`config.mk`:
```
export PLATFORM = sky130hd
export DESIGN_NAME = dbg_top
export DESIGN_NICKNAME = d
export VERILOG_FILES = /design/src/design/dbg_top.v /design/src/design/dbg_edge_delay.v /design/src/design/dbg_out_sel.v
export VERILOG_INCLUDE_DIRS = /design/src /design/src/include
export SDC_FILE = /design/constraint.sdc
export NUM_CORES = 1
export LEC_CHECK = 0
export ABC_AREA = 1
export BUFFER_PORTS_ARGS = -buffer_cell sky130_fd_sc_hd__buf_2
export CAP_MARGIN = 20
export CELL_PAD_IN_SITES_DETAIL_PLACEMENT = 1
export CELL_PAD_IN_SITES_GLOBAL_PLACEMENT = 2
export CORE_MARGIN = 2
export CORE_UTILIZATION = 32
export DETAILED_ROUTE_END_ITERATION = 8
export HOLD_SLACK_MARGIN = 0.02
export PLACE_DENSITY = 0.95
export SLEW_MARGIN = 10
export SYNTH_ARGS = -nofsm -noshare
export SYNTH_HDL_FRONTEND = slang
export SYNTH_SLANG_ARGS = --single-unit
```
`constraint.sdc`:
```
create_clock -name clk_i -period 2.26 [get_ports clk_i]
set_input_delay 0.226 -clock clk_i [delete_from_list [all_inputs] [get_ports clk_i]]
set_output_delay 0.226 -clock clk_i [all_outputs]
set_load 0.02 [all_outputs]
```
`src/include/dbg_defs.vh`:
```
// constants for the dead-band generator
`ifndef DBG_DEFS_VH
`define DBG_DEFS_VH

// ********************************
// register indices (byte addr = 4 * index)
// ********************************
`define DBG_IDX_W 5
`define DBG_IDX_CTL 5'h0F
`define DBG_IDX_RED 5'h10
`define DBG_IDX_FED 5'h11
`define DBG_IDX_STAT 5'h1F

// ********************************
// control register fields
// ********************************
`define DBG_CTL_W 6
`define DBG_CTL_APPLY_FED 0
`define DBG_CTL_APPLY_RED 1
`define DBG_CTL_POL_RED 2
`define DBG_CTL_POL_FED 3
`define DBG_CTL_SRC_LO 4
`define DBG_CTL_SRC_HI 5

// ********************************
// source select encodings
// ********************************
`define DBG_SRC_A_BOTH 2'h0
`define DBG_SRC_B_RISE 2'h1
`define DBG_SRC_B_FALL 2'h2
`define DBG_SRC_B_BOTH 2'h3

// ********************************
// widths and reset values
// ********************************
`define DBG_CNT_W 10
`define DBG_REG_W 16
`define DBG_CTL_RST 6'h00
`define DBG_CNT_RST 10'h000

`endif

```
`src/design/dbg_top.v`:
```
// dead-band generator top with classic wishbone register slave
//
// Notes on behaviour
// RQ1: outputs are derived from the two action-qualifier inputs a and b.
// RQ2: source select picks a or b for rising and falling delay paths.
// RQ3: apply select chooses none, falling, rising or both delays.
// RQ4: with both delays applied, polarity bits invert rising and falling delayed paths independently.
// RQ5: apply bits zero pass inputs straight through, polarity ignored.
// RQ6: both applied, polarity 10 complementary high, 00 plain high.
// RQ7: both applied, polarity 01 complementary low, 11 both inverted.
// RQ8: apply 01: a passes, b is the falling-delayed path (input a for source select 0 or 1).
// RQ9: apply 10: a is the rising-delayed path (input a for source select 0 or 2), b passes.
// RQ10: polarity in bits 3:2, apply in bits 1:0, all combinations.
// RQ11: rising and falling delays have separate independent registers.
// RQ12: ten-bit counts delay an edge by that many ticks.
// RQ13: no shadow copies; writes act at once.
// RQ14: with both delays applied, bit 2 inverts rising path to a, bit 3 falling path to b.
// RQ15: zero count means no delay; each delay hits one edge kind.
// RQ16: state moves on tick enable; all registers reset to zero.
`include "dbg_defs.vh"

module dbg_top
(
    input wire clk_i,
    input wire rst_i,
    input wire [7:0] adr_i,
    input wire [31:0] dat_i,
    output wire [31:0] dat_o,
    input wire [3:0] sel_i,
    input wire we_i,
    input wire cyc_i,
    input wire stb_i,
    output wire ack_o,
    input wire time_base_tick_i,
    input wire pwm_a_i,
    input wire pwm_b_i,
    output wire pwm_output_a_o,
    output wire pwm_output_b_o
);

reg [`DBG_CTL_W-1:0] ctl_q;
reg [`DBG_CNT_W-1:0] red_cnt_q;
reg [`DBG_CNT_W-1:0] fed_cnt_q;
reg ack_q;
reg [31:0] rdat_q;
reg out_a_q;
reg out_b_q;
wire req;
wire wr;
wire [`DBG_IDX_W-1:0] idx;
wire [1:0] src_sel;
wire [1:0] path_src;
wire [1:0] path_dly;
wire [1:0] path_busy;
wire [`DBG_CNT_W-1:0] path_cnt [0:1];
wire mux_a;
wire mux_b;
reg ack_d;
reg [`DBG_CTL_W-1:0] ctl_d;
reg [`DBG_CNT_W-1:0] red_cnt_d;
reg [`DBG_CNT_W-1:0] fed_cnt_d;
reg [31:0] rdat_d;
reg out_a_d;
reg out_b_d;
wire req_take;
wire hit_ctl;
wire hit_red;
wire hit_fed;
wire hit_stat;
wire wr_ctl;
wire wr_red;
wire wr_fed;
wire [`DBG_REG_W-1:0] ctl_wdat;
wire [`DBG_REG_W-1:0] red_wdat;
wire [`DBG_REG_W-1:0] fed_wdat;
wire [5:0] stat_word;

// ********************************
// merge byte lanes into a 16-bit register
// ********************************
function [`DBG_REG_W-1:0] lane_merge;
    input [`DBG_REG_W-1:0] old;
    input [31:0] wdat;
    input [3:0] sel;
    begin
        lane_merge = old;
        if (sel[0])
            lane_merge[7:0] = wdat[7:0];
        if (sel[1])
            lane_merge[15:8] = wdat[15:8];
    end
endfunction

// ********************************
// source of a delay path
// ********************************
function path_source;
    input [1:0] sel;
    input fall;
    input a;
    input b;
    begin
        case (sel)
            `DBG_SRC_A_BOTH:
                path_source = a;
            `DBG_SRC_B_RISE:
                path_source = fall ? a : b;
            `DBG_SRC_B_FALL:
                path_source = fall ? b : a;
            `DBG_SRC_B_BOTH:
                path_source = b;
            default:
                path_source = a;
        endcase
    end
endfunction

// ********************************
// register index match
// ********************************
function reg_hit;
    input [`DBG_IDX_W-1:0] cur;
    input [`DBG_IDX_W-1:0] target;
    begin
        reg_hit = (cur == target);
    end
endfunction

// ********************************
// bus decode
// ********************************
assign req = cyc_i & stb_i;
assign wr = req & we_i & ack_q;
assign idx = adr_i[`DBG_IDX_W+1:2];
assign ack_o = ack_q;
assign dat_o = rdat_q;
assign req_take = req & ~ack_q;
assign hit_ctl = reg_hit(idx, `DBG_IDX_CTL);
assign hit_red = reg_hit(idx, `DBG_IDX_RED);
assign hit_fed = reg_hit(idx, `DBG_IDX_FED);
assign hit_stat = reg_hit(idx, `DBG_IDX_STAT);

always @*
begin
    ack_d = req_take;
end

always @(posedge clk_i)
begin
    if (rst_i)
        ack_q <= 1'b0;
    else
        ack_q <= ack_d;
end

// ********************************
// register writes
// ********************************
assign ctl_wdat = lane_merge({{10{1'b0}}, ctl_q}, dat_i, sel_i);
assign red_wdat = lane_merge({{6{1'b0}}, red_cnt_q}, dat_i, sel_i);
assign fed_wdat = lane_merge({{6{1'b0}}, fed_cnt_q}, dat_i, sel_i);
assign wr_ctl = wr & hit_ctl;
assign wr_red = wr & hit_red;
assign wr_fed = wr & hit_fed;

// ********************************
// next register values
// ********************************
always @*
begin
    ctl_d = ctl_q;
    red_cnt_d = red_cnt_q;
    fed_cnt_d = fed_cnt_q;
    // RQ13: direct unshadowed write
    // RQ10: control field layout
    if (wr_ctl)
        ctl_d = ctl_wdat[`DBG_CTL_W-1:0];
    // RQ11: separate delay registers
    if (wr_red)
        red_cnt_d = red_wdat[`DBG_CNT_W-1:0];
    // RQ12: ten-bit count field
    if (wr_fed)
        fed_cnt_d = fed_wdat[`DBG_CNT_W-1:0];
end

always @(posedge clk_i)
begin
    // RQ16: zero at reset
    if (rst_i)
    begin
        ctl_q <= `DBG_CTL_RST;
        red_cnt_q <= `DBG_CNT_RST;
        fed_cnt_q <= `DBG_CNT_RST;
    end
    else
    begin
        ctl_q <= ctl_d;
        red_cnt_q <= red_cnt_d;
        fed_cnt_q <= fed_cnt_d;
    end
end

// ********************************
// status word
// ********************************
assign stat_word = {out_b_q, out_a_q, path_busy, path_dly};

// ********************************
// read data
// ********************************
always @*
begin
    rdat_d = rdat_q;
    if (req_take)
    begin
        if (hit_ctl)
            rdat_d = {{26{1'b0}}, ctl_q};
        else if (hit_red)
            rdat_d = {{22{1'b0}}, red_cnt_q};
        else if (hit_fed)
            rdat_d = {{22{1'b0}}, fed_cnt_q};
        else if (hit_stat)
            rdat_d = {{26{1'b0}}, stat_word};
        else
            rdat_d = 32'h00000000;
    end
end

always @(posedge clk_i)
begin
    if (rst_i)
        rdat_q <= 32'h00000000;
    else
        rdat_q <= rdat_d;
end

// ********************************
// delay paths: 0 rising, 1 falling
// ********************************
assign src_sel = ctl_q[`DBG_CTL_SRC_HI:`DBG_CTL_SRC_LO];
// RQ1: sources from inputs a, b
// RQ2: per-path source select
assign path_src[0] = path_source(src_sel, 1'b0, pwm_a_i, pwm_b_i);
assign path_src[1] = path_source(src_sel, 1'b1, pwm_a_i, pwm_b_i);
assign path_cnt[0] = red_cnt_q;
assign path_cnt[1] = fed_cnt_q;

genvar g;
generate
    for (g = 0; g < 2; g = g + 1)
    begin : g_path
        // RQ15: one edge kind each
        dbg_edge_delay #(
            .DLY_LVL(g == 0 ? 1'b1 : 1'b0)
        ) u_dly (
            .clk_i(clk_i),
            .rst_i(rst_i),
            .tick_i(time_base_tick_i),
            .src_i(path_src[g]),
            .count_i(path_cnt[g]),
            .dly_o(path_dly[g]),
            .busy_o(path_busy[g])
        );
    end
endgenerate

// ********************************
// output selection and registers
// ********************************
dbg_out_sel u_sel (
    .ctl_i(ctl_q),
    .in_a_i(pwm_a_i),
    .in_b_i(pwm_b_i),
    .red_i(path_dly[0]),
    .fed_i(path_dly[1]),
    .out_a_o(mux_a),
    .out_b_o(mux_b)
);

always @*
begin
    out_a_d = mux_a;
    out_b_d = mux_b;
end

always @(posedge clk_i)
begin
    if (rst_i)
    begin
        out_a_q <= 1'b0;
        out_b_q <= 1'b0;
    end
    else
    begin
        out_a_q <= out_a_d;
        out_b_q <= out_b_d;
    end
end

assign pwm_output_a_o = out_a_q;
assign pwm_output_b_o = out_b_q;

endmodule // dbg_top

```
`src/design/dbg_edge_delay.v`:
```
// one edge-delay path: delays one kind of transition by a tick count
`include "dbg_defs.vh"

module dbg_edge_delay
#(
    parameter DLY_LVL = 1'b1
)
(
    input wire clk_i,
    input wire rst_i,
    input wire tick_i,
    input wire src_i,
    input wire [`DBG_CNT_W-1:0] count_i,
    output wire dly_o,
    output wire busy_o
);

reg out_q;
reg [`DBG_CNT_W-1:0] cnt_q;

// ********************************
// delay counter
// ********************************
always @(posedge clk_i)
begin
    if (rst_i)
    begin
        out_q <= 1'b0;
        cnt_q <= `DBG_CNT_RST;
    end
    // RQ16: tick-paced update
    else if (tick_i)
    begin
        // RQ15: other edge undelayed
        if (src_i != DLY_LVL)
        begin
            out_q <= src_i;
            cnt_q <= `DBG_CNT_RST;
        end
        else if (out_q != src_i)
        begin
            // RQ12: exact count periods
            if (cnt_q >= count_i)
            begin
                out_q <= src_i;
                cnt_q <= `DBG_CNT_RST;
            end
            else
            begin
                cnt_q <= cnt_q + 1'b1;
            end
        end
    end
end

assign dly_o = out_q;
assign busy_o = (out_q != src_i);

endmodule // dbg_edge_delay

```
`src/design/dbg_out_sel.v`:
```
// output routing and polarity for the dead-band generator
`include "dbg_defs.vh"

module dbg_out_sel
(
    input wire [`DBG_CTL_W-1:0] ctl_i,
    input wire in_a_i,
    input wire in_b_i,
    input wire red_i,
    input wire fed_i,
    output reg out_a_o,
    output reg out_b_o
);

wire both;
wire red_pol;
wire fed_pol;

assign both = ctl_i[`DBG_CTL_APPLY_RED] & ctl_i[`DBG_CTL_APPLY_FED];
// RQ4: independent inversion
// RQ14: s2 rising, s3 falling
assign red_pol = red_i ^ ctl_i[`DBG_CTL_POL_RED];
assign fed_pol = fed_i ^ ctl_i[`DBG_CTL_POL_FED];

// ********************************
// output mux
// ********************************
always @*
begin
    out_a_o = in_a_i;
    out_b_o = in_b_i;
    // RQ3: apply select
    case ({ctl_i[`DBG_CTL_APPLY_RED], ctl_i[`DBG_CTL_APPLY_FED]})
        // RQ5: full bypass
        2'b00:
        begin
            out_a_o = in_a_i;
            out_b_o = in_b_i;
        end
        // RQ8: falling only on b
        2'b01:
        begin
            out_a_o = in_a_i;
            out_b_o = fed_i;
        end
        // RQ9: rising only on a
        2'b10:
        begin
            out_a_o = red_i;
            out_b_o = in_b_i;
        end
        // RQ6: both applied modes
        // RQ7: inverted pair modes
        2'b11:
        begin
            out_a_o = both ? red_pol : red_i;
            out_b_o = both ? fed_pol : fed_i;
        end
        default:
        begin
            out_a_o = in_a_i;
            out_b_o = in_b_i;
        end
    endcase
end

endmodule // dbg_out_sel

```
==> results by group, run 1 <==
CTS
  • CTS Buf Count: 9
  • CTS Sinks: 61
  • Clock Latency Late Sink: roughly 340 ps
  • Post-CTS sizing: 0
  • H-tree Lvls: 3
  • Cts hold-fix bufs: 0
  • Setup bufs post-CTS: 0
  • Clock root buffer: clkbuf_8
  • Maximum root-to-sink buffer count: 2
  • TritonCTS clock tree: yes
  • Worst-path clk slew: 80 ps

Routing
  • Via count: approximately 3000
  • Total Wirelength: between 8000 and 9000 um
  • Post-detailed-route count of antenna-violating nets: 0
  • Pre-Repair DR Iteration Count: 4
  • Wire per inst: roughly 13 um
  • Via/cell ratio: 4.615
  • Initial DRC Count: 58
  • Remaining DRCs: 0

Floorplanning
  • IO Count: 87
  • Die width: 108.1 um
  • Die ar.: 0.01168 mm2
  • Die extent in y: 108.1 um
  • Area of the core: 0.01070 mm2
  • Cell row count: 38
  • Initial Util: 0.3241

Synth
  • Synth Flop Type: dfxtp_1
  • Synth cell types: 29
  • Syn_area_per_cell: 7.253 um2
  • Netlist Area Pre-Place: between 0.003 and 0.004 mm2
  • Post-synth EDFFs: 0
  • Seq/Total Area, Yosys: 0.3522
  • Synth Register Bits: approximately 60
  • Mapped Cells: 478
  • Post-synth ARST share: 0
  • Ys Warns: 0

Cells and area
  • Layout Nets: 593
  • Final Util: 0.3632
  • # fillers: 1374
  • N_diodes: 0
  • Final cell count without fillers: approximately 660
  • Area grow syn2layout: 12.05%
  • Post-route cell area: between 0.003 and 0.004 mm2
  • Share of layout cells above drive strength 1: 0.1571

Placement
  • # port buffers: 37
  • Placed inst area: 0.003686 mm2
  • Worst setup slack after placement: ~380 ps
  • Placer's final routability congestion estimate: slightly below 0.8
  • # placed instances: 646
  • DP HPWL: 7076 um

Power and ir drop
  • Peak supply drop: 0.0002403 V
  • Clock Power Share: 0.434
  • Comb power frac: 0.088
  • Pwr Density: between 500 and 600 mW/mm2
  • Fraction of power spent switching nets: 0.2786
  • Psw: 637.9 uW
  • Total chip power: 2.289 mW
  • Cell leakage power: 1.731 nW
  • Int Pwr: 1.651 mW
  • Sequential Power Share: 0.478

GRT
  • Total track usage: 0.1602
  • First-pass GRT wire length: 14460 um
  • Met2 Usage GRT: 0.2740
  • Number of global-route vias before repair: 2995
  • Met1 usage in global routing: 0.2037
  • Met3 usage: 0.03797
  • Busiest grt layer: met2
  • Initial antenna violation count: 0
  • Total gr overflow: 0
  • Largest net degree at the start of global routing: 33

Timing
  • Fin Hold WS: 165.2 ps
  • Final max-slew violation count: 0
  • RSZ-0062 raised after global routing: false
  • F_max: 533.5 MHz
  • Final hold vios: 0
  • Clk_skew: 10.92 ps
  • Setup TNS: 0 ps
  • Final setup margin: 385.5 ps
  • # setup viols final: 0
  • Ratio of final minimum period to clock period: 0.8294
  • Min Tclk post-route: 1874 ps

Run
  • Max-cap violations: 0

Critical path
  • Worst Setup Start Kind: flip-flop
  • Worst Path Max Fanout: 4
  • Critical Path End Type: flip-flop
  • Arr. time, crit path: 2150 ps
  • Crit Path Class: flip-flop to flip-flop
  • CP required: 2540 ps

Min path
  • Hold WC Path Type: input pin to flip-flop

Status
  • Outcome: complete, no violations
-- cell usage after synthesis (5+ instances only) --
library cell	number	area, um2
nand3_1	16	80.08
nand2_2	6	37.54
nand2_1	105	394.1
xor2_1	11	96.34
a21oi_1	38	190.2
inv_1	59	221.5
ha_1	24	300.3
o21ai_1	23	115.1
nor2_2	5	31.28
dfxtp_1	61	1221
buf_4	22	165.2
o21ai_0	24	120.1
nor2_1	45	168.9
nor3_1	6	30.03
-- cell type report --
type / count / area [um2] / share of cell area
multi-input cells: 343 / 1853 / 0.4770
flip-flops and latches: 61 / 1221 / 0.3143
inverters: 63 / 236.5 / 0.06087
repair buffers: 39 / 200.2 / 0.05153
well taps: 140 / 175.2 / 0.04509
clock buffers: 9 / 123.9 / 0.03188
clock inverters: 7 / 75.07 / 0.01932
-- critical path, cell delays in order (launching register included) --
cell     delay [ps]
dfxtp_1         400
inv_1            70
nand2_1          50
nand2_1         120
ha_1            240
nor2_2          170
nand2_2         100
nor3_2          250
inv_1           130
o21ai_1         140
nand2_1          60
nor2_1           80
-- final timing paths --
kind              startpoint                  endpoint  slack, ps  depth (start not counted)
setup / recovery    ctl_q[4]  g_path[0].u_dly.cnt_q[7]        390                         11
hold / removal      dat_i[0]              fed_cnt_q[0]        170                          3
setup reg to reg    ctl_q[4]  g_path[0].u_dly.cnt_q[7]        390                         11
hold reg to reg     dat_o[5]                  dat_o[5]        470                          2
-- flip-flops by register name, summed over array words and instances (netlist names) --
signal,count
dat_o,10
pwm_output_b_o,1
g_path.u_dly.dly_o,2
red_cnt_q,10
fed_cnt_q,10
ctl_q,6
ack_o,1
g_path.u_dly.cnt_q,20
pwm_output_a_o,1
-- metal layers --
metal | up-vias | wire length (um)
li1 | 1551 | -
met1 | 1437 | 4183
met2 | 62 | 4272
met3 | 5 | 401
met4 | 0 | 74
met5 | - | 0
-- power groups by stage --
stage / sequential, mW / clock, mW / combinational, mW
after floorplan: 1.12 / 0 / 0.157
after global placement: 1.12 / 0 / 0.193
after detailed placement: 1.12 / 0 / 0.201
after CTS: 1.09 / 1.02 / 0.203
after global routing: 1.10 / 1.07 / 0.224
final: 1.09 / 0.994 / 0.201
-- cell usage in the layout (no fill, tap or decap), types with 4 or more instances in the layout --
master / instances
a21oi_1: 38
buf_2: 37
clkbuf_8: 9
conb_1: 22
dfxtp_1: 61
ha_1: 24
inv_1: 59
inv_2: 4
nand2_1: 105
nand2_2: 6
nand3_1: 16
nor2_1: 45
nor2_2: 5
nor3_1: 6
o21ai_0: 24
o21ai_1: 23
xor2_1: 11
-- cells by family after synthesis --
kind of cell,synth area share
DFF,0.3522
xor gates and xnor gates,0.03537
buffers and inverters,0.1360
and+or+nand+nor,0.2602
other,0.001082
AOI/OAI and AO/OA,0.1227
muxes,0.005774
adders and majority gates,0.08661
No activity file was read; power rests on OpenSTA's default activity.
==> run 2: changes to the inputs <==
--- a/config.mk
+++ b/config.mk
@@ -12,10 +12,10 @@
 export CELL_PAD_IN_SITES_DETAIL_PLACEMENT = 1
 export CELL_PAD_IN_SITES_GLOBAL_PLACEMENT = 2
 export CORE_MARGIN = 2
-export CORE_UTILIZATION = 32
+export CORE_UTILIZATION = 29
 export DETAILED_ROUTE_END_ITERATION = 8
 export HOLD_SLACK_MARGIN = 0.02
-export PLACE_DENSITY = 0.95
+export PLACE_DENSITY = 0.89
 export SLEW_MARGIN = 10
 export SYNTH_ARGS = -nofsm -noshare
 export SYNTH_HDL_FRONTEND = slang
==> constraint.sdc (replaced) <==
create_clock -name clk_i -period 1.9 [get_ports clk_i]
set_input_delay 0.19 -clock clk_i [delete_from_list [all_inputs] [get_ports clk_i]]
set_output_delay 0.19 -clock clk_i [all_outputs]
set_load 0.02 [all_outputs]
==> run 2 against run 1 <==
Sequential share of layout area is 1.0 points lower. Maximum frequency is 8.2% higher. Critical endpoint is now g_path[1].u_dly.cnt_q[9]. Largest power group is now clock. Non-clock buffer count grew 4.
==> results by group, run 2 (same netlist as run 1, synthesis figures left out) <==
Status
  • Outcome: complete, no violations

Timing
  • Min Tclk post-route: 1732 ps
  • Final setup margin: 168.1 ps
  • Final hold vios: 0
  • RSZ-0062 raised after global routing: false
  • Final max-slew violation count: 0
  • # setup viols final: 0
  • F_max: 577.4 MHz
  • Fin Hold WS: between 100 and 150 ps
  • Clk_skew: 5.386 ps
  • Ratio of final minimum period to clock period: 0.9115
  • Setup TNS: 0 ps

Critical path
  • Top cell by count, worst path: nand2_1
  • Worst Path Max Fanout: 4
  • Worst path cell trace: inv_1, nand2_1, nand2_1, ha_1, nor2_4, nand3_2, nor2_4, nand2_1, nor2_1, nand3_1, nand2_1, nor2_1
  • Worst reg2reg path depth: 12
  • R2r setup slk: 170 ps
  • CP required: 2120 ps
  • Worst setup path start: ctl_q[5]
  • Slowest CP cell: dfxtp_1
  • Arr. time, crit path: a little under 2000 ps
  • CP max stage delay: 370 ps
  • RR Startpoint: ctl_q[5]
  • Reg2reg end: g_path[1].u_dly.cnt_q[9]
  • Critical Path End Type: flip-flop
  • Crit Path Class: flip-flop to flip-flop
  • Worst Setup Start Kind: flip-flop

GRT
  • Total gr overflow: 0
  • Number of global-route vias before repair: about 3200
  • Largest net degree at the start of global routing: 33
  • Total track usage: 0.1545
  • Initial antenna violation count: 0
  • First-pass GRT wire length: 15470 um

Power and ir drop
  • Cell leakage power: 1.814 nW
  • Peak supply drop: 0.0002935 V
  • Pwr Density: 777.1 mW/mm2

Cells and area
  • Max FFs per register: 20
  • Layout Nets: 597
  • Commonest non-fill, non-tap cell in the layout: nand2_1
  • Area grow syn2layout: 15.73%
  • Largest Register: g_path.u_dly.cnt_q
  • Share of layout cells above drive strength 1: 0.1600
  • Final Util: 0.3470
  • # fillers: ~1400
  • N_diodes: 0
  • Post-route cell area: 0.004013 mm2
  • Commonest cells after routing, fill and taps aside: 105 x nand2_1, 61 x dfxtp_1, 59 x inv_1

Min path
  • Hold depth: 3
  • Hold Startpoint: dat_i[0]
  • Hold EP: fed_cnt_q[0]
  • Hold WC Path Type: input pin to flip-flop

Floorplanning
  • Initial Util: 0.2998
  • Cell row count: 39
  • Die ar.: 0.01285 mm2
  • Die extent in y: ~110 um
  • IO Count: 87
  • Area of the core: 0.01156 mm2
  • Die width: around 110 um

CTS
  • Setup bufs post-CTS: 0
  • Clock Latency Late Sink: 330 ps
  • TritonCTS clock tree: yes
  • Clock root buffer: clkbuf_16
  • Maximum root-to-sink buffer count: 2
  • CTS Buf Count: 9
  • Cts hold-fix bufs: 0
  • Worst-path clk slew: 50 ps
  • H-tree Lvls: 3
  • Post-CTS sizing: 0
  • CTS Sinks: 61

Run
  • Max-cap violations: 0

Routing
  • Via/cell ratio: 4.602
  • Via count: 3074
  • Total Wirelength: 9135 um
  • Wire per inst: ~14 um
  • Post-detailed-route count of antenna-violating nets: 0
  • Pre-Repair DR Iteration Count: 4
  • Remaining DRCs: 0
  • Initial DRC Count: about 110

Placement
  • Placer's final routability congestion estimate: between 0.8 and 0.9
  • # port buffers: 37
  • Placed inst area: 0.003720 mm2
  • Worst setup slack after placement: between 100 and 150 ps
  • DP HPWL: 7226 um
run 2: cell types whose count changed in the layout (fill, tap and decap cells not counted), sizes merged:
cell / change
buf: +4
clkbuf: +1
clkinv: +1
clkinvlp: -2
inv: -1
run 2: report_power, final:
group / switching, mW / leakage [nW] / internal (mW) / total (mW)
sequential: 0.0120 / 0.493 / 1.29 / 1.31
combinational: 0.177 / 1.18 / 0.0702 / 0.247
clock: 0.567 / 0.138 / 0.998 / 1.57
run 2: worst max path at each step:
stage,to,cells after the start
floorplan,g_path[1].u_dly.cnt_q[9],12
global placement,g_path[0].u_dly.cnt_q[9],10
detailed placement,g_path[1].u_dly.cnt_q[9],12
CTS,g_path[1].u_dly.cnt_q[9],12
global route,g_path[1].u_dly.cnt_q[9],12
finish,g_path[1].u_dly.cnt_q[9],12
run 2: metrics by stage:
stage          total power [mW]  cells
3_5_place_dp              1.577    653
6_report                  3.118    668
3_3_place_gp              1.569    653
2_1_floorplan             1.520    499
5_1_grt                   3.257    668
4_1_cts                   3.159    668
run 2: cell type report:
cell class | instances | area (um2) | area share
well taps | 143 | 178.9 | 0.04459
clock inverters | 5 | 52.55 | 0.01310
flip-flops and latches | 61 | 1221 | 0.3043
clock buffers | 10 | 229.0 | 0.05706
repair buffers | 43 | 230.2 | 0.05737
inverters | 63 | 236.5 | 0.05893
multi-input cells | 343 | 1864 | 0.4646
run 2: critical path: cells and delay by family (launching register included):
| family | cells | cell delay [ps] |
|---|---|---|
| and+or+nand+nor | 10 | 940 |
| DFF | 1 | 370 |
| adders and majority gates | 1 | 250 |
| buffers and inverters | 1 | 50 |
run 2: routing by layer:
layer | global-route usage | vias to the layer above | part of all wire
li1 | - | 1555 | -
met1 | 0.1926 | 1433 | 0.47
met2 | 0.2587 | 68 | 0.47
met3 | 0.02250 | 18 | 0.033
met4 | 0.08049 | 0 | 0.028
met5 | 0 | - | 0
